[src/core/bpsw_pkg.sv]
package bpsw_pkg;
  // Register byte offsets on the Avalon slave
  localparam logic [4:0] REG_OSC = 5'h00;
  localparam logic [4:0] REG_BG = 5'h04;
  localparam logic [4:0] REG_TMR = 5'h08;
  localparam logic [4:0] REG_RAM = 5'h0c;
  localparam logic [4:0] REG_STAT = 5'h10;
  localparam logic [4:0] REG_IRQ_EN = 5'h14;
  localparam logic [4:0] REG_WAKE_EN = 5'h18;
  localparam logic [4:0] REG_IW_LOCK = 5'h1c;
  // Oscillator control fields
  localparam int OSC_EN_BIT = 0;
  localparam int OSC_GATE_BIT = 1;
  localparam int OSC_LOCK_BIT = 2;
  localparam int OSC_RUN_BIT = 3;
  // Bandgap control fields
  localparam int BG_EN_BIT = 0;
  localparam int BG_RFR_EN_BIT = 1;
  localparam int BG_RFR_SEL_LSB = 2;
  localparam int BG_STATE_BIT = 4;
  // Timer control fields
  localparam int TMR_EN_LSB = 0;
  localparam int TMR0_SEL_LSB = 2;
  localparam int TMR1_SEL_LSB = 5;
  // RAM supply control fields
  localparam int RAM_REG_EN_BIT = 0;
  localparam int RAM_BATT_BIT = 1;
  localparam int RAM_RETAIN_BIT = 2;
  localparam int RAM_ISO_BIT = 3;
  localparam int RAM_LOCK_BIT = 4;
  // Status flag positions, also used by both enable registers
  localparam int NUM_FLAGS = 5;
  localparam int FLG_POR = 0;
  localparam int FLG_WAKE = 1;
  localparam int FLG_TMR0 = 2;
  localparam int FLG_TMR1 = 3;
  localparam int FLG_RDY = 4;
  localparam int ALL_EN_BIT = 5;
  localparam logic [3:0] FLAG_RESET = 4'h1;
  // Timing: system clock and slow oscillator period
  localparam int CLK_PERIOD_NS = 25;
  localparam int OSC_PERIOD_NS = 62500;
  localparam int OSC_DIV_CYC = OSC_PERIOD_NS / CLK_PERIOD_NS;
  localparam int REG_READY_TICKS = 16;
  // Refresh intervals in ns, then in oscillator ticks
  localparam int RFR0_NS = 7812500;
  localparam int RFR1_NS = 15625000;
  localparam int RFR2_NS = 31250000;
  localparam int RFR3_NS = 62500000;
  // Timer timeouts in ns
  localparam int TMO0_NS = 1000000000;
  localparam int TMO1_NS = 500000000;
  localparam int TMO2_NS = 250000000;
  localparam int TMO3_NS = 125000000;
  localparam int TMO4_NS = 62500000;
  localparam int TMO5_NS = 31250000;
  localparam int TICK_W = 14;

  function automatic logic [TICK_W-1:0] ticks(input int t_ns);
    ticks = TICK_W'(t_ns / OSC_PERIOD_NS);
  endfunction : ticks

  function automatic logic [TICK_W-1:0] refresh_ticks(input logic [1:0] sel);
    unique case (sel)
      2'h0: refresh_ticks = ticks(RFR0_NS);
      2'h1: refresh_ticks = ticks(RFR1_NS);
      2'h2: refresh_ticks = ticks(RFR2_NS);
      2'h3: refresh_ticks = ticks(RFR3_NS);
    endcase
  endfunction : refresh_ticks

  // Codes 6 and 7 are illegal and fall back to the longest timeout
  function automatic logic [TICK_W-1:0] timer_ticks(input logic [2:0] sel);
    case (sel)
      3'h1: timer_ticks = ticks(TMO1_NS);
      3'h2: timer_ticks = ticks(TMO2_NS);
      3'h3: timer_ticks = ticks(TMO3_NS);
      3'h4: timer_ticks = ticks(TMO4_NS);
      3'h5: timer_ticks = ticks(TMO5_NS);
      default: timer_ticks = ticks(TMO0_NS);
    endcase
  endfunction : timer_ticks
endpackage : bpsw_pkg

[src/core/bpsw_tmr_if.sv]
`timescale 1ns/1ps
`default_nettype none
interface bpsw_tmr_if;
  logic tick;
  logic run;
  logic [2:0] sel;
  logic expire;
  modport ctl(output tick, output run, output sel, input expire);
  modport tmr(input tick, input run, input sel, output expire);
endinterface : bpsw_tmr_if
`default_nettype wire

[src/core/bpsw_ref_timer.sv]
`timescale 1ns/1ps
`default_nettype none
module bpsw_ref_timer (
  input wire logic i_clk_sys,
  input wire logic i_rst_n,
  bpsw_tmr_if.tmr tmr
);
  logic [bpsw_pkg::TICK_W-1:0] cnt_q;
  logic [bpsw_pkg::TICK_W-1:0] last;
  logic exp_q;

  assign last = bpsw_pkg::timer_ticks(tmr.sel) - 14'h1;

  // Tick counter; stopped timer restarts from zero
  always_ff @(posedge i_clk_sys or negedge i_rst_n) begin
    if (!i_rst_n) begin
      cnt_q <= '0;
    end else if (!tmr.run) begin
      cnt_q <= '0;
    end else if (tmr.tick) begin
      // Compare with >= so a shorter period chosen mid-count still wraps
      cnt_q <= (cnt_q >= last) ? '0 : cnt_q + 14'h1;
    end
  end

  // One-cycle expiry pulse at the end of each period
  always_ff @(posedge i_clk_sys or negedge i_rst_n) begin
    if (!i_rst_n) begin
      exp_q <= 1'b0;
    end else begin
      exp_q <= tmr.run && tmr.tick && (cnt_q >= last);
    end
  end

  assign tmr.expire = exp_q;
endmodule : bpsw_ref_timer
`default_nettype wire

[src/core/bpsw_power_switch.sv]
// Function
// - Flag domain reset so software sees lost domain state.
// - Flag a high-to-low edge on the wakeup pin.
// - Two independent reference timers, each flags its own expiry.
// - Regulator-ready flag reads set once regulator enabled and ready.
// - Per-source interrupt enables, plus one enable-all setting.
// - Per-source wakeup enables, plus one enable-all setting.
// - Low-power refresh at 7.8125, 15.625, 31.25 or 62.5 ms.
// - Timer period choice: 1 s down to 31.25 ms, six values.
// - Software turns slow oscillator on and off and reads its state.
// - Separate gate for the oscillator output to other modules.
// - Oscillator lock freezes oscillator settings until domain reset.
// - Output gate stays writable after the oscillator lock.
// - Readable bandgap enable, frozen by the RAM settings lock.
// - Refresh mode enable, also frozen by the RAM settings lock.
// - RAM settings lock rejects regulator updates until domain reset.
// - Software command moves RAM supply back to core supply.
// - Setting keeps SRAM array retained from core supply.
// - Isolation enable isolates SRAM, else SRAM follows power modes.
// - Timers run only with bandgap on, ticking from the oscillator.
// - Write-one clears flags; regulator-ready flag is not cleared.
// - Interrupt/wakeup lock freezes both enables until domain reset.
//
// Design decisions made here: the register offsets and register access over Avalon-MM.
`timescale 1ns/1ps
`default_nettype none
module bpsw_power_switch #(
  parameter int P_OSC_DIV = bpsw_pkg::OSC_DIV_CYC
) (
  input wire logic i_clk_sys,
  input wire logic i_rst_n,
  input wire logic [4:0] i_avs_address,
  input wire logic i_avs_read,
  input wire logic i_avs_write,
  input wire logic [31:0] i_avs_writedata,
  input wire logic [3:0] i_avs_byteenable,
  output logic [31:0] o_avs_readdata,
  output logic o_avs_waitrequest,
  input wire logic i_wake_pin,
  output logic o_osc_en,
  output logic o_osc_clk_en,
  output logic o_bg_en,
  output logic o_bg_refresh,
  output logic o_ram_reg_en,
  output logic o_sram_on_batt,
  output logic o_sram_retain,
  output logic o_sram_iso,
  output logic o_irq,
  output logic o_wake
);
  localparam int NF = bpsw_pkg::NUM_FLAGS;
  localparam int TW = bpsw_pkg::TICK_W;

  if (P_OSC_DIV < 2 || P_OSC_DIV > 4096) begin : g_bad_div
    $error("P_OSC_DIV out of range");
  end

  logic ack_q;
  logic [31:0] rdata_q;
  logic [31:0] rd_mux;
  logic wr;
  logic [7:0] wd;
  logic [11:0] div_q;
  logic osc_tick;
  logic osc_en_q, osc_gate_q, osc_lock_q;
  logic bg_en_q, rfr_en_q;
  logic [1:0] rfr_sel_q;
  logic [TW-1:0] rfr_cnt_q;
  logic rfr_q;
  logic [1:0] tmr_en_q;
  logic [2:0] tmr_sel_q [2];
  logic [1:0] tmr_exp;
  logic reg_en_q, batt_q, retain_q, iso_q, ram_lock_q;
  logic [4:0] rdy_cnt_q;
  logic rdy_q;
  logic wk_s1_q, wk_s2_q, wk_s3_q;
  logic wake_fall;
  logic [3:0] flag_q;
  logic [NF-1:0] status;
  logic [NF-1:0] irq_en_q, wake_en_q;
  logic iw_lock_q;

  // One wait state: request taken at the edge where waitrequest is low
  assign o_avs_waitrequest = (i_avs_read | i_avs_write) & ~ack_q;
  assign wr = i_avs_write & ack_q & i_avs_byteenable[0];
  assign wd = i_avs_writedata[7:0];
  assign o_avs_readdata = rdata_q;

  always_ff @(posedge i_clk_sys or negedge i_rst_n) begin
    if (!i_rst_n) begin
      ack_q <= 1'b0;
    end else begin
      ack_q <= (i_avs_read | i_avs_write) & ~ack_q;
    end
  end

  // Read data registered in the waiting cycle, held until next read
  always_ff @(posedge i_clk_sys or negedge i_rst_n) begin
    if (!i_rst_n) begin
      rdata_q <= '0;
    end else if (i_avs_read && !ack_q) begin
      rdata_q <= rd_mux;
    end
  end

  // Register readback; unmapped offsets read zero
  always_comb begin
    rd_mux = '0;
    unique case (i_avs_address)
      bpsw_pkg::REG_OSC: begin
        rd_mux[bpsw_pkg::OSC_EN_BIT] = osc_en_q;
        rd_mux[bpsw_pkg::OSC_GATE_BIT] = osc_gate_q;
        rd_mux[bpsw_pkg::OSC_LOCK_BIT] = osc_lock_q;
        rd_mux[bpsw_pkg::OSC_RUN_BIT] = osc_en_q;
      end
      bpsw_pkg::REG_BG: begin
        rd_mux[bpsw_pkg::BG_EN_BIT] = bg_en_q;
        rd_mux[bpsw_pkg::BG_RFR_EN_BIT] = rfr_en_q;
        rd_mux[bpsw_pkg::BG_RFR_SEL_LSB +: 2] = rfr_sel_q;
        rd_mux[bpsw_pkg::BG_STATE_BIT] = bg_en_q;
      end
      bpsw_pkg::REG_TMR: begin
        rd_mux[bpsw_pkg::TMR_EN_LSB +: 2] = tmr_en_q;
        rd_mux[bpsw_pkg::TMR0_SEL_LSB +: 3] = tmr_sel_q[0];
        rd_mux[bpsw_pkg::TMR1_SEL_LSB +: 3] = tmr_sel_q[1];
      end
      bpsw_pkg::REG_RAM: begin
        rd_mux[bpsw_pkg::RAM_REG_EN_BIT] = reg_en_q;
        rd_mux[bpsw_pkg::RAM_BATT_BIT] = batt_q;
        rd_mux[bpsw_pkg::RAM_RETAIN_BIT] = retain_q;
        rd_mux[bpsw_pkg::RAM_ISO_BIT] = iso_q;
        rd_mux[bpsw_pkg::RAM_LOCK_BIT] = ram_lock_q;
      end
      bpsw_pkg::REG_STAT: rd_mux[NF-1:0] = status;
      bpsw_pkg::REG_IRQ_EN: rd_mux[NF-1:0] = irq_en_q;
      bpsw_pkg::REG_WAKE_EN: rd_mux[NF-1:0] = wake_en_q;
      bpsw_pkg::REG_IW_LOCK: rd_mux[0] = iw_lock_q;
      default: rd_mux = '0;
    endcase
  end

  // Slow oscillator model: tick enable every P_OSC_DIV clocks while on
  always_ff @(posedge i_clk_sys or negedge i_rst_n) begin
    if (!i_rst_n) begin
      div_q <= '0;
    end else if (!osc_en_q || osc_tick) begin
      div_q <= '0;
    end else begin
      div_q <= div_q + 12'h1;
    end
  end
  assign osc_tick = osc_en_q && (div_q == 12'(P_OSC_DIV - 1));

  // Oscillator settings; the lock leaves the output gate writable
  always_ff @(posedge i_clk_sys or negedge i_rst_n) begin
    if (!i_rst_n) begin
      osc_en_q <= 1'b0;
      osc_gate_q <= 1'b0;
      osc_lock_q <= 1'b0;
    end else if (wr && i_avs_address == bpsw_pkg::REG_OSC) begin
      if (!osc_lock_q) begin
        osc_en_q <= wd[bpsw_pkg::OSC_EN_BIT];
        osc_lock_q <= wd[bpsw_pkg::OSC_LOCK_BIT];
      end
      osc_gate_q <= wd[bpsw_pkg::OSC_GATE_BIT];
    end
  end

  // Bandgap enable and refresh mode, frozen by the RAM settings lock
  always_ff @(posedge i_clk_sys or negedge i_rst_n) begin
    if (!i_rst_n) begin
      bg_en_q <= 1'b0;
      rfr_en_q <= 1'b0;
      rfr_sel_q <= '0;
    end else if (wr && i_avs_address == bpsw_pkg::REG_BG && !ram_lock_q) begin
      // Enable refused while the oscillator is off
      bg_en_q <= wd[bpsw_pkg::BG_EN_BIT] & osc_en_q;
      rfr_en_q <= wd[bpsw_pkg::BG_RFR_EN_BIT];
      rfr_sel_q <= wd[bpsw_pkg::BG_RFR_SEL_LSB +: 2];
    end
  end

  // Refresh strobe at the selected interval in refresh mode
  always_ff @(posedge i_clk_sys or negedge i_rst_n) begin
    if (!i_rst_n) begin
      rfr_cnt_q <= '0;
      rfr_q <= 1'b0;
    end else if (!(bg_en_q && rfr_en_q)) begin
      rfr_cnt_q <= '0;
      rfr_q <= 1'b0;
    end else begin
      rfr_q <= 1'b0;
      if (osc_tick) begin
        if (rfr_cnt_q >= bpsw_pkg::refresh_ticks(rfr_sel_q) - 14'h1) begin
          rfr_cnt_q <= '0;
          rfr_q <= 1'b1;
        end else begin
          rfr_cnt_q <= rfr_cnt_q + 14'h1;
        end
      end
    end
  end

  // Timer enables and period selects
  always_ff @(posedge i_clk_sys or negedge i_rst_n) begin
    if (!i_rst_n) begin
      tmr_en_q <= '0;
      tmr_sel_q[0] <= '0;
      tmr_sel_q[1] <= '0;
    end else if (wr && i_avs_address == bpsw_pkg::REG_TMR) begin
      tmr_en_q <= wd[bpsw_pkg::TMR_EN_LSB +: 2];
      tmr_sel_q[0] <= wd[bpsw_pkg::TMR0_SEL_LSB +: 3];
      tmr_sel_q[1] <= wd[bpsw_pkg::TMR1_SEL_LSB +: 3];
    end
  end

  // Two identical timers, run only with bandgap and oscillator on
  for (genvar g = 0; g < 2; g++) begin : g_tmr
    bpsw_tmr_if u_if ();
    assign u_if.tick = osc_tick;
    assign u_if.run = tmr_en_q[g] & bg_en_q & osc_en_q;
    assign u_if.sel = tmr_sel_q[g];
    assign tmr_exp[g] = u_if.expire;
    bpsw_ref_timer u_tmr (
      .i_clk_sys(i_clk_sys),
      .i_rst_n(i_rst_n),
      .tmr(u_if.tmr)
    );
  end

  // RAM supply settings; switch back to core supply is never locked
  always_ff @(posedge i_clk_sys or negedge i_rst_n) begin
    if (!i_rst_n) begin
      reg_en_q <= 1'b0;
      batt_q <= 1'b0;
      retain_q <= 1'b0;
      iso_q <= 1'b0;
      ram_lock_q <= 1'b0;
    end else if (wr && i_avs_address == bpsw_pkg::REG_RAM) begin
      if (!ram_lock_q) begin
        // Regulator needs oscillator and bandgap already on
        reg_en_q <= wd[bpsw_pkg::RAM_REG_EN_BIT] & osc_en_q & bg_en_q;
        retain_q <= wd[bpsw_pkg::RAM_RETAIN_BIT];
        ram_lock_q <= wd[bpsw_pkg::RAM_LOCK_BIT];
      end
      batt_q <= wd[bpsw_pkg::RAM_BATT_BIT] & osc_en_q;
      iso_q <= wd[bpsw_pkg::RAM_ISO_BIT];
    end
  end

  // Regulator settling, counted in oscillator ticks
  always_ff @(posedge i_clk_sys or negedge i_rst_n) begin
    if (!i_rst_n) begin
      rdy_cnt_q <= '0;
      rdy_q <= 1'b0;
    end else if (!reg_en_q) begin
      rdy_cnt_q <= '0;
      rdy_q <= 1'b0;
    end else if (osc_tick && !rdy_q) begin
      rdy_cnt_q <= rdy_cnt_q + 5'h1;
      rdy_q <= rdy_cnt_q == 5'(bpsw_pkg::REG_READY_TICKS - 1);
    end
  end

  // Wake pin synchroniser and falling-edge detect on synced stages
  always_ff @(posedge i_clk_sys or negedge i_rst_n) begin
    if (!i_rst_n) begin
      wk_s1_q <= 1'b1;
      wk_s2_q <= 1'b1;
      wk_s3_q <= 1'b1;
    end else begin
      wk_s1_q <= i_wake_pin;
      wk_s2_q <= wk_s1_q;
      wk_s3_q <= wk_s2_q;
    end
  end
  assign wake_fall = wk_s3_q & ~wk_s2_q;

  // Sticky flags; a set in the clearing cycle wins over the clear
  always_ff @(posedge i_clk_sys or negedge i_rst_n) begin
    if (!i_rst_n) begin
      flag_q <= bpsw_pkg::FLAG_RESET;
    end else begin
      flag_q <= (flag_q & ~((wr && i_avs_address == bpsw_pkg::REG_STAT) ?
                wd[3:0] : 4'h0))
                | {tmr_exp[1], tmr_exp[0], wake_fall, 1'b0};
    end
  end
  assign status = {rdy_q, flag_q};

  // Enables with enable-all bit; frozen by the interrupt/wakeup lock
  always_ff @(posedge i_clk_sys or negedge i_rst_n) begin
    if (!i_rst_n) begin
      irq_en_q <= '0;
      wake_en_q <= '0;
      iw_lock_q <= 1'b0;
    end else if (wr && !iw_lock_q) begin
      if (i_avs_address == bpsw_pkg::REG_IRQ_EN) begin
        irq_en_q <= wd[NF-1:0] | {NF{wd[bpsw_pkg::ALL_EN_BIT]}};
      end
      if (i_avs_address == bpsw_pkg::REG_WAKE_EN) begin
        wake_en_q <= wd[NF-1:0] | {NF{wd[bpsw_pkg::ALL_EN_BIT]}};
      end
      if (i_avs_address == bpsw_pkg::REG_IW_LOCK) begin
        iw_lock_q <= wd[0];
      end
    end
  end

  // Outputs, all from flops or gates of flops
  assign o_irq = |(status & irq_en_q);
  assign o_wake = |(status & wake_en_q);
  assign o_osc_en = osc_en_q;
  assign o_osc_clk_en = osc_tick & osc_gate_q;
  assign o_bg_en = bg_en_q;
  assign o_bg_refresh = rfr_q;
  assign o_ram_reg_en = reg_en_q;
  assign o_sram_on_batt = batt_q;
  assign o_sram_retain = retain_q;
  assign o_sram_iso = iso_q;
endmodule : bpsw_power_switch
`default_nettype wire

[config.mk]
export PLATFORM = sky130hd
export DESIGN_NAME = bpsw_power_switch
export DESIGN_NICKNAME = d
export VERILOG_FILES = /design/src/core/bpsw_pkg.sv /design/src/core/bpsw_tmr_if.sv /design/src/core/bpsw_ref_timer.sv /design/src/core/bpsw_power_switch.sv
export SDC_FILE = /design/constraint.sdc
export NUM_CORES = 1
export LEC_CHECK = 0
export BUFFER_PORTS_ARGS = -buffer_cell sky130_fd_sc_hd__buf_2
export CELL_PAD_IN_SITES_DETAIL_PLACEMENT = 1
export CELL_PAD_IN_SITES_GLOBAL_PLACEMENT = 1
export CORE_ASPECT_RATIO = 1.4
export CORE_MARGIN = 5
export CORE_UTILIZATION = 25
export CTS_CLUSTER_DIAMETER = 40
export DETAILED_ROUTE_END_ITERATION = 7
export GPL_ROUTABILITY_DRIVEN = 0
export MAX_ROUTING_LAYER = met4
export PLACE_DENSITY_LB_ADDON = 0.3
export SYNTH_ARGS = -nofsm -noshare
export SYNTH_HDL_FRONTEND = slang
export SYNTH_HIERARCHICAL = 1
export SYNTH_SLANG_ARGS = --single-unit
[constraint.sdc]
create_clock -name i_clk_sys -period 3.5 [get_ports i_clk_sys]
set_input_delay 0.35 -clock i_clk_sys [delete_from_list [all_inputs] [get_ports i_clk_sys]]
set_output_delay 0.35 -clock i_clk_sys [all_outputs]
set_load 0.1 [all_outputs]
# Word level (Yosys, flattened, before mapping)
# Cells that the tools add are included.
[word_totals]
output_inout_bits = 43
register_bits = 110
word_cells = 151
input_bits = 46
[op_classes]
mux = 29
order_cmp = 3
n_bitwise = 23
add_sub_neg = 8
n_eq_ne = 26
reduce_logical = 30
[ops]
columns = ["operator", "count"]
rows = [
  ["2-to-1 mux 14 bit", 11],
  ["one-hot mux 14 bit (5 select lines)", 2],
  ["one-hot mux 14 bit (4 select lines)", 1],
  ["adder 14 x 1 -> 14 bit, second input constant", 3],
  ["greater-or-equal comparator 14 bit", 3],
  ["subtractor 14 x 1 -> 14 bit, second input constant", 3],
  ["one-hot mux 3 bit (7 select lines)", 1],
  ["equality test 5 bit, second input constant", 4],
  ["equality test 5 x 4 -> 1 bit, second input constant", 3],
  ["logical AND 1 bit", 15],
  ["adder 12 x 1 -> 12 bit, second input constant", 1],
  ["bitwise AND 1 bit", 12],
  ["equality test 12 bit, second input constant", 1],
  ["equality test 3 x 2 -> 1 bit, second input constant", 4],
  ["equality test 3 bit, second input constant", 4],
  ["2-to-1 mux 12 bit", 1],
  ["bitwise AND 5 bit", 2],
  ["2-to-1 mux 5 bit", 2],
  ["AND reduction 2 bit", 5],
  ["OR reduction 5 bit", 2],
  ["one-hot mux 1 bit (8 select lines)", 1],
  ["2-to-1 mux 1 bit", 7],
  ["equality test 3 x 1 -> 1 bit, second input constant", 2],
  ["!= test 2 x 1 -> 1 bit, second input constant", 3],
  ["18 further kinds", 26],
]

# Longest topological paths before layout
# Gate-level depths: netlist (run 1).
[depth]
depth_word = 9
mapped_depth = 15
ltp_nobuf = 12

# Cells and area by module
# The synthesis (run 1) kept the hierarchy.
[modules_own_cells]
columns = ["mod", "cells_each", "instances", "seq_area_each_um2", "area_per_inst_um2"]
rows = [
  ["bpsw_power_switch", 407, 1, 2006.9, 4309.1],
  ["bpsw_ref_timer", 168, 2, 375.4, 1405.1],
]

# Worst setup path before layout (run 1)
# OpenSTA, ideal clock, no wires.
[synth_timing]
path_kind = "register to register"
from = "reg tmr_sel_q (netlist bit g_tmr[0].u_if.sel[1])"
to = "reg g_tmr[0].u_tmr/cnt_q[3] (netlist name)"
slack_ns = 0.647
required_time_ns = 3.374
stages_incl_launch_ff = 15
synth_period_minus_slack_ns = 2.853
setup_time_ns = 0.126
path_buffers = 3
arrival_time_ns = 2.727
path_cell_list = "dfrtp_1 > clkbuf_1 > nor2_1 > nand2_1 > ha_1 > clkbuf_1 > nor2_1 > a21o_1 > ha_1 > nand4_2 > nor4_4 > nor3_4 > buf_6 > a41oi_2 > o21ai_1"
[synth_via]
elab_chain_len = 7
elab_cells_between_ends = 11
classes_between = "1 x add/sub; 1 x order compare; 5 x eq/ne; 4 x mux"
[synth_lines]
columns = ["item", "line_no", "rtl"]
rows = [
  ["from (decl)", "bpsw_power_switch.sv:71", "logic [2:0] tmr_sel_q [2];"],
  ["equality test 3 bit, or another cell as far along", "bpsw_pkg.sv:74", "case (sel)"],
  ["one-hot mux 14 bit (5 select lines) (*)", "bpsw_pkg.sv:74", ""],
  ["subtractor 14 x 1 -> 14 bit (*)", "bpsw_ref_timer.sv:12", "assign last = bpsw_pkg::timer_ticks(tmr.sel) - 14'h1;"],
  ["greater-or-equal comparator 14 bit (*)", "bpsw_ref_timer.sv:22", "cnt_q <= (cnt_q >= last) ? '0 : cnt_q + 14'h1;"],
  ["2-to-1 mux 14 bit (*)", "bpsw_ref_timer.sv:22", ""],
  ["2-to-1 mux 14 bit (*)", "bpsw_ref_timer.sv:20", "end else if (tmr.tick) begin"],
  ["2-to-1 mux 14 bit (*)", "bpsw_ref_timer.sv:18", "end else if (!tmr.run) begin"],
  ["to (signal assigned)", "bpsw_ref_timer.sv:22", ""],
  ["to (decl)", "bpsw_ref_timer.sv:8", "logic [bpsw_pkg::TICK_W-1:0] cnt_q;"],
]
# Mark *: on every way between the ends. The rest lies on a longest branch, timed or not. The select of a mux whose other input is x is not followed.
# A chain may end at the register's enable or synchronous reset.

# Worst setup path after layout (run 1)
[layout_timing]
from = "reg tmr_sel_q (netlist bit g_tmr[0].u_if.sel[1])"
to = "reg g_tmr[0].u_tmr/cnt_q[11] (netlist name)"
# The elaborated chain is that of the path after synthesis.

==> results of run 1 <==
what timing repair did:
| action | CTS | global route |
|---|---|---|
| gates resized for setup | 0 | 2 |
| setup buffers | 0 | 0 |
| endpoints found under the setup margin | 0 | 12 |
layer usage:
layer / GRT usage / vias up / part of all wire
met5: - / - / 0
met4: 0.0350 / 0 / 0.018
met3: 0.0192 / 23 / 0.020
met2: 0.227 / 56 / 0.53
met1: 0.146 / 2881 / 0.43
li1: - / 2725 / -
layout by cell type, fill, tap and decap left out, types with 5 or more instances in the layout:
cell type and n:
and3_1 20, conb_1 24, nor3_1 14, a22o_1 5, nor2b_1 9, nand3_1 26, inv_1 26, mux2_2 15
nand2b_1 7, xnor2_1 12, nor4_1 7, xor2_1 20, and4_1 6, nor2_1 51, nor3_2 9, buf_4 19
clkbuf_16 9, a21oi_1 33, a21o_1 7, o21ai_1 8, buf_2 36, a22oi_1 5, nand2_1 87, ha_1 47
o2111ai_1 8, o22ai_1 6, nand4_1 24, a41oi_1 6, nor3b_1 10, dfrtp_1 106, and2_1 12, a31oi_1 5
mux2i_1 10, o21ai_0 25
cells by family after synthesis:
family                   after synthesis  share of synthesized area
XOR/XNOR                              32                     0.0394
adder cells (fa/ha/maj)               47                     0.0826
AO/OA/AOI/OAI                        134                      0.130
flip-flops                           110                      0.387
other                                  1                   0.000527
AND/OR/NAND/NOR                      315                      0.255
multiplexers                          29                     0.0504
buffers and inverters                 75                     0.0550
registers in the layout (all words and copies together) (netlist names), 2 cells and up:
| register | cells |
|---|---|
| g_tmr.u_if.sel | 6 |
| o_avs_readdata | 8 |
| rfr_sel_q | 2 |
| rfr_cnt_q | 14 |
| irq_en_q | 5 |
| wake_en_q | 5 |
| g_tmr.u_tmr/cnt_q | 28 |
| flag_q | 4 |
| g_tmr.u_tmr/tmr.expire | 2 |
| rdy_cnt_q | 5 |
| div_q | 12 |
| tmr_en_q | 2 |
worst max-delay path, delay by kind of cell (launching register included):
family	cells	cell delay [ns]
adders and majority gates	2	0.65
xor gates and xnor gates	1	0.19
and+or+nand+nor	4	0.74
DFF	1	0.43
AOI/OAI and AO/OA	5	0.95
final timing paths:
kind / cells past startpoint / endpoint / slack, ns / startpoint
max in group asynchronous: 2 / flag_q[0]$_DFF_PN1_ / 2.72 / i_rst_n
hold / removal: 1 / div_q[4]$_DFF_PN0_ / 0.005 / i_rst_n
hold reg to reg: 0 / wk_s2_q$_DFF_PN1_ / 0.36 / wk_s1_q$_DFF_PN1_
min in group i_clk_sys: 1 / wk_s1_q$_DFF_PN1_ / 0.09 / i_wake_pin
setup / recovery: 12 / g_tmr[0].u_tmr/cnt_q[11]$_DFFE_PN0P_ / 0.42 / g_tmr[0].u_if.sel[1]$_DFFE_PN0P_
setup reg to reg: 12 / g_tmr[0].u_tmr/cnt_q[11]$_DFFE_PN0P_ / 0.42 / g_tmr[0].u_if.sel[1]$_DFFE_PN0P_
cell type report:
| class | instances | area [sq um] |
|---|---|---|
| fillers | 3256 | 20200 |
| multi-input cells | 581 | 4060 |
| flip-flops and latches | 110 | 2760 |
| well taps | 375 | 469 |
| repair buffers | 56 | 343 |
| clock buffers | 11 | 233 |
| inverters | 26 | 97.6 |
| clock inverters | 5 | 82.6 |
through the flow:
stage               setup slack [ns]   util  instance area, sq um
finish                         0.422  0.285                  8040
detailed placement             0.251  0.274                  7720
floorplan                      0.647      -                  7210
global route                 0.00812  0.285                  8040
CTS                            0.218  0.285                  8040
global placement               0.331  0.274                  7720
where the power goes:
part | internal [uW] | switching (uW)
registers | 1320 | 44.8
logic | 135 | 415
clock network | 632 | 502
==> flow_summary_export.csv, run 1 <==
group,metric,value,unit
clock_network,cts_buffers,9,
yosys,async_flop_share,1.00,
floorplanning,core,28200,sq um
timing,tightest_slew,1.07,ns
clock_network,htreeDepth,3,
routing,drtPass1Iterations,4,
clock_network,root_buffer,"clkbuf_16",
routing,drc,0,
yosys,synth_most_common_cell,"dfrtp_1",
yosys,netlist_top_cells_count,"dfrtp_1 (106), nand2_1 (88), nor2_1 (52), ha_1 (47), a21oi_1 (33)",
layout,layout-drive-gt1-share,0.176,
worst_setup_path,critical_path.max_stage_delay,0.43,ns
routing,drt_iter0_markers,233,
yosys,synth_area_leaders,"dfrtp_1 (37%), ha_1 (8.3%), nand2_1 (4.6%)",
power_and_ir_drop,peakVddDrop,0.172,mV
layout,final-instance-count-excl-fill,1164,
timing,timing.final.crit_share,0.879,
timing,holdWs,0.00501,ns
clock_network,cts_tree,"built",
hold_path,hold_path.class,"input pin to asynchronous set/reset pin",
power_and_ir_drop,p_total,3050,uW
yosys,ys_types,68,
floorplanning,die_y,210,um
yosys,synth-seq-cells,110,
clock_network,clk_path_buf_depth,2,
layout,fin_nets,877,
worst_setup_path,required,3.74,ns
timing,final-hold-violation-count,0,
status,outcome,"finished clean",
worst_setup_path,crit_type,"flip-flop to flip-flop",
routing,drt_wl_total,19.4,mm
worst_setup_path,arrival,3.31,ns
timing,setup_tns,0,ns
power_and_ir_drop,cellPowerDensity,379,nW/um^2
global_routing,grt_pass1_wl,32.3,mm
place,dp_cells,1148,
yosys,netlist.area_leader.share,0.373,
clock_network,clkLatencyLatePin,0.36,ns
yosys,ys_seq_area_frac,0.387,
global_routing,grt.total_usage,0.126,
timing,drv_slew,0,
timing,fmax,325,MHz
worst_setup_path,crit_slowest_cell,"dfrtp_1",
floorplanning,die_area,32000,sq um
global_routing,antenna_found_initial,0,
run,drv_cap,0,
global_routing,grt_pass1_vias,6068,
power_and_ir_drop,p_leak,0.00358,uW
floorplanning,ios,89,
worst_setup_path,worstPathMaxFanout,14,
floorplanning,die_w,153,um
yosys,yosysTopAreaCell,"dfrtp_1",
floorplanning,start_util,0.252,
worst_setup_path,path_cells,"nor2_1 > nand2_1 > ha_1 > xor2_1 > a21oi_1 > o21ai_0 > ha_1 > nand2_1 > o21ai_0 > nand2_2 > a41oi_1 > o22ai_1",
place,place_hpwl,14.9,mm
layout,area_delta_synth_final,13.0,%
yosys,syn_avg_cell_area,9.58,sq um
yosys,synthFlopType,"dfrtp_1",
timing,relSlewSlack,0.286,
place,port_buffers,37,
yosys,synth_edf_count,0,
worst_setup_path,endpoint_kind,"flip-flop",
timing,rsz0062_at_grt,"false",
global_routing,grt_overflow,0,
global_routing,grt_max_degree,47,
routing,drtAntennaViolNets,0,
yosys,syn_area,7120,sq um
timing,min_period,3.08,ns
clock_network,hold_buffers,0,
floorplanning,rows,73,
timing,skew,0.00829,ns
routing,vias,5685,
worst_setup_path,worst_setup_path_start_kind,"flip-flop",
yosys,yosys_warnings,6,
yosys,synth_cells,743,
layout,diodes,0,
routing,routed_via_density,4.88,
clock_network,clock_sinks,110,
clock_network,path_clk_slew,0.08,ns
routing,wl_per_cell,16.7,um
timing,finalSetupViolations,0,
(Power assumes the default switching activity.)
==> inputs of run 2 (changes only) <==
- ABC_AREA: not set -> 1
- RECOVER_POWER: not set -> 50
==> run 2 against run 1 <==
Clock skew is 0.0054 ns higher. Highest routed layer unchanged. Combinational power fell by 19%. Critical path depth grew 6. Count of clock-buffer cells in the layout fell by 2. Utilization fell by 0.46 points. Routed wire length up 2.4%. Global-route usage is 0.23 points higher. The flow now finishes with violations (max-capacitance violations, max-slew violations).
==> flow_summary_export.csv, run 2 <==
group,metric,value,unit
clock_network,cts_buffers,9,
worst_setup_path,critical_path.max_stage_delay,0.47,ns
timing,setup_tns,0,ns
status,outcome,"complete, but fails checks",
yosys,synthMuxAreaShare,0.00206,
worst_setup_path,worst-path-buf-inv,4,
clock_network,cts_tree,"built",
worst_setup_path,crit_top_cell,"nand2_1",
layout,final-instance-count-excl-fill,1382,
routing,drtAntennaViolNets,0,
layout,fin_nets,1090,
clock_network,post_cts_buffers,0,
timing,relSlewSlack,-0.893,
place,place_ws,0.353,ns
layout,layout_commonest_cell,"nand2_1",
floorplanning,start_util,0.252,
yosys,synth_edf_count,0,
place,dp_cells,1366,
floorplanning,ios,89,
yosys,yosys.area_share.simple,0.315,
worst_setup_path,cpLargestDelayFamily,"simple AND/OR/NAND/NOR gates",
timing,min_period,3.12,ns
power_and_ir_drop,p_leak,0.00398,uW
yosys,synth_top_family_by_area,"simple AND/OR/NAND/NOR gates",
yosys,yosys_warnings,6,
worst_setup_path,worstPathMaxFanout,11,
global_routing,antenna_found_initial,0,
routing,drt_wl_total,19.9,mm
yosys,synth_area_leaders,"dfrtp_1 (36%), nand2_1 (13%), ha_1 (8.1%)",
routing,drtPass1Iterations,4,
timing,finalSetupViolations,0,
power_and_ir_drop,peakVddDrop,0.176,mV
floorplanning,core,29000,sq um
worst_setup_path,arrival,3.41,ns
floorplanning,die_area,32700,sq um
place,place_hpwl,15.4,mm
hold_path,hold_path.class,"input pin to flip-flop",
yosys,synthFlopType,"dfrtp_1",
timing,fmax,321,MHz
yosys,synth_cells,958,
yosys,ys_types,45,
clock_network,clk_path_buf_depth,2,
worst_setup_path,required,3.79,ns
layout,largest_reg_flops,28,
clock_network,htreeDepth,3,
yosys,synth-seq-cells,110,
timing,tightest_slew,2.84,ns
yosys,syn_area,7290,sq um
worst_setup_path,path_cells,"nor3_1 > inv_1 > ha_1 > inv_1 > a21oi_1 > nand2_1 > nand2_1 > nand2_1 > xnor2_1 > inv_1 > ha_1 > nand2_1 > inv_1 > nand2_1 > nand3_1 > nand2_4 > nand3_2 > o21bai_1",
timing,final-hold-violation-count,0,
clock_network,root_buffer,"clkbuf_16",
routing,drc,0,
worst_setup_path,worst_setup_path_start_kind,"flip-flop",
yosys,synth_fa_ha_area_frac,0.0806,
routing,wl_per_cell,14.4,um
layout,final_cell_mix,"nand2_1 (259), inv_1 (124), nor2_1 (120)",
yosys,netlist.area_leader.share,0.364,
yosys,netlist_top_cells_count,"nand2_1 (259), inv_1 (123), nor2_1 (120), dfrtp_1 (106), nand3_1 (51)",
yosys,async_flop_share,1.00,
yosys,yosysTopAreaCell,"dfrtp_1",
run,drv_cap,1,
worst_setup_path,crit_slowest_cell,"dfrtp_1",
global_routing,grt_pass1_wl,32.7,mm
yosys,synth_most_common_cell,"nand2_1",
layout,diodes,0,
place,port_buffers,37,
floorplanning,die_y,212,um
routing,drt_iter0_markers,199,
layout,layout-drive-gt1-share,0.126,
layout,final_util,0.280,
status,violations,"max-capacitance violations, max-slew violations",
worst_setup_path,crit_type,"flip-flop to flip-flop",
global_routing,grt_pass1_vias,6343,
global_routing,grt_max_degree,63,
layout,area_delta_synth_final,11.4,%
routing,routed_via_density,4.42,
yosys,synth_compound_area_frac,0.102,
global_routing,grt.total_usage,0.129,
global_routing,grt_overflow,0,
routing,vias,6112,
layout,top_regs,"g_tmr.u_tmr/cnt_q x28, rfr_cnt_q x14, div_q x12",
worst_setup_path,endpoint_kind,"flip-flop",
timing,worst_slack,0.383,ns
clock_network,path_clk_slew,0.09,ns
yosys,ys_seq_area_frac,0.378,
power_and_ir_drop,cellPowerDensity,349,nW/um^2
timing,skew,0.0137,ns
floorplanning,die_w,154,um
clock_network,clock_sinks,110,
yosys,syn_avg_cell_area,7.61,sq um
clock_network,clkLatencyLatePin,0.37,ns
timing,rsz0062_at_grt,"false",
layout,top_register,"g_tmr.u_tmr/cnt_q",
timing,drv_slew,49,
yosys,synth_xor_area_frac,0.0216,
floorplanning,rows,74,
timing,timing.final.crit_share,0.891,
-- run 2: cell count changes after synthesis, sizes merged, moves of 11 or more --
cell | before | now
nor4 | 15 | 1
inv | 26 | 127
nor2 | 52 | 134
mux2 | 15 | 1
nand2 | 89 | 275
o21bai | 2 | 23
nand4 | 28 | 17
nand3 | 30 | 59
clkbuf | 19 | 4
a21oi | 34 | 22
and2 | 13 | 0
and3 | 21 | 1
-- run 2: power by group --
group          switching (uW)  internal, uW  total (uW)
Clock                     567           509        1080
Sequential               22.3          1290        1310
Combinational             354          89.8         444
-- run 2: cell families (layout without fill, tap and decap cells) --
kind of cell | Yosys count | in the layout
simple gates | 512 | 512
mux | 1 | 1
flops | 110 | 110
other cells | 1 | 24
xor+xnor | 18 | 18
compound gates | 107 | 107
fa+ha+maj | 47 | 47
buf+inv | 162 | 183
-- run 2: path summary, 6_finish.rpt --
| kind | start | to | slack, ns | cells past startpoint |
|---|---|---|---|---|
| min in group asynchronous | i_rst_n | rfr_cnt_q[8]$_DFFE_PN0P_ | 0.89 | 1 |
| max reg2reg | g_tmr[1].u_if.sel[0]$_DFFE_PN0P_ | g_tmr[1].u_tmr/cnt_q[2]$_DFFE_PN0P_ | 0.38 | 18 |
| min reg2reg | wk_s2_q$_DFF_PN1_ | wk_s3_q$_DFF_PN1_ | 0.38 | 0 |
| min | i_wake_pin | wk_s1_q$_DFF_PN1_ | 0.09 | 1 |
| max in group asynchronous | i_rst_n | g_tmr[0].u_tmr/cnt_q[3]$_DFFE_PN0P_ | 1.00 | 1 |
| max | g_tmr[1].u_if.sel[0]$_DFFE_PN0P_ | g_tmr[1].u_tmr/cnt_q[2]$_DFFE_PN0P_ | 0.38 | 18 |
-- run 2: through the flow --
step           total power [uW]  hold WS, ns  instance area [sq um]
2_1_floorplan              1690       0.0544                   7380
3_3_place_gp               1780        0.375                   7830
3_5_place_dp               1790        0.377                   7830
4_1_cts                    2890       0.0387                   8120
5_1_grt                    2980       0.0790                   8130
6_report                   2830       0.0939                   8130
-- run 2: repair_timing --
action                                  CTS  global route
endpoints found under the setup margin    0             3
gates resized for setup                   0             1
hold buffers                              0             0
-- run 2: cell type report --
cell class	count	area, sq um
well taps	380	475
clock inverters	7	72.6
clock buffers	9	225
multi-input cells	709	3900
inverters	128	480
flip-flops and latches	110	2760
repair buffers	39	211
fillers	3539	20900
-- run 2: metal layers --
metal / vias up / track usage / routed length (um)
met5: - / - / 0
met4: 0 / 0.0311 / 228
met3: 10 / 0.0177 / 350
met2: 42 / 0.247 / 11200
met1: 2983 / 0.139 / 8080
li1: 3077 / - / -
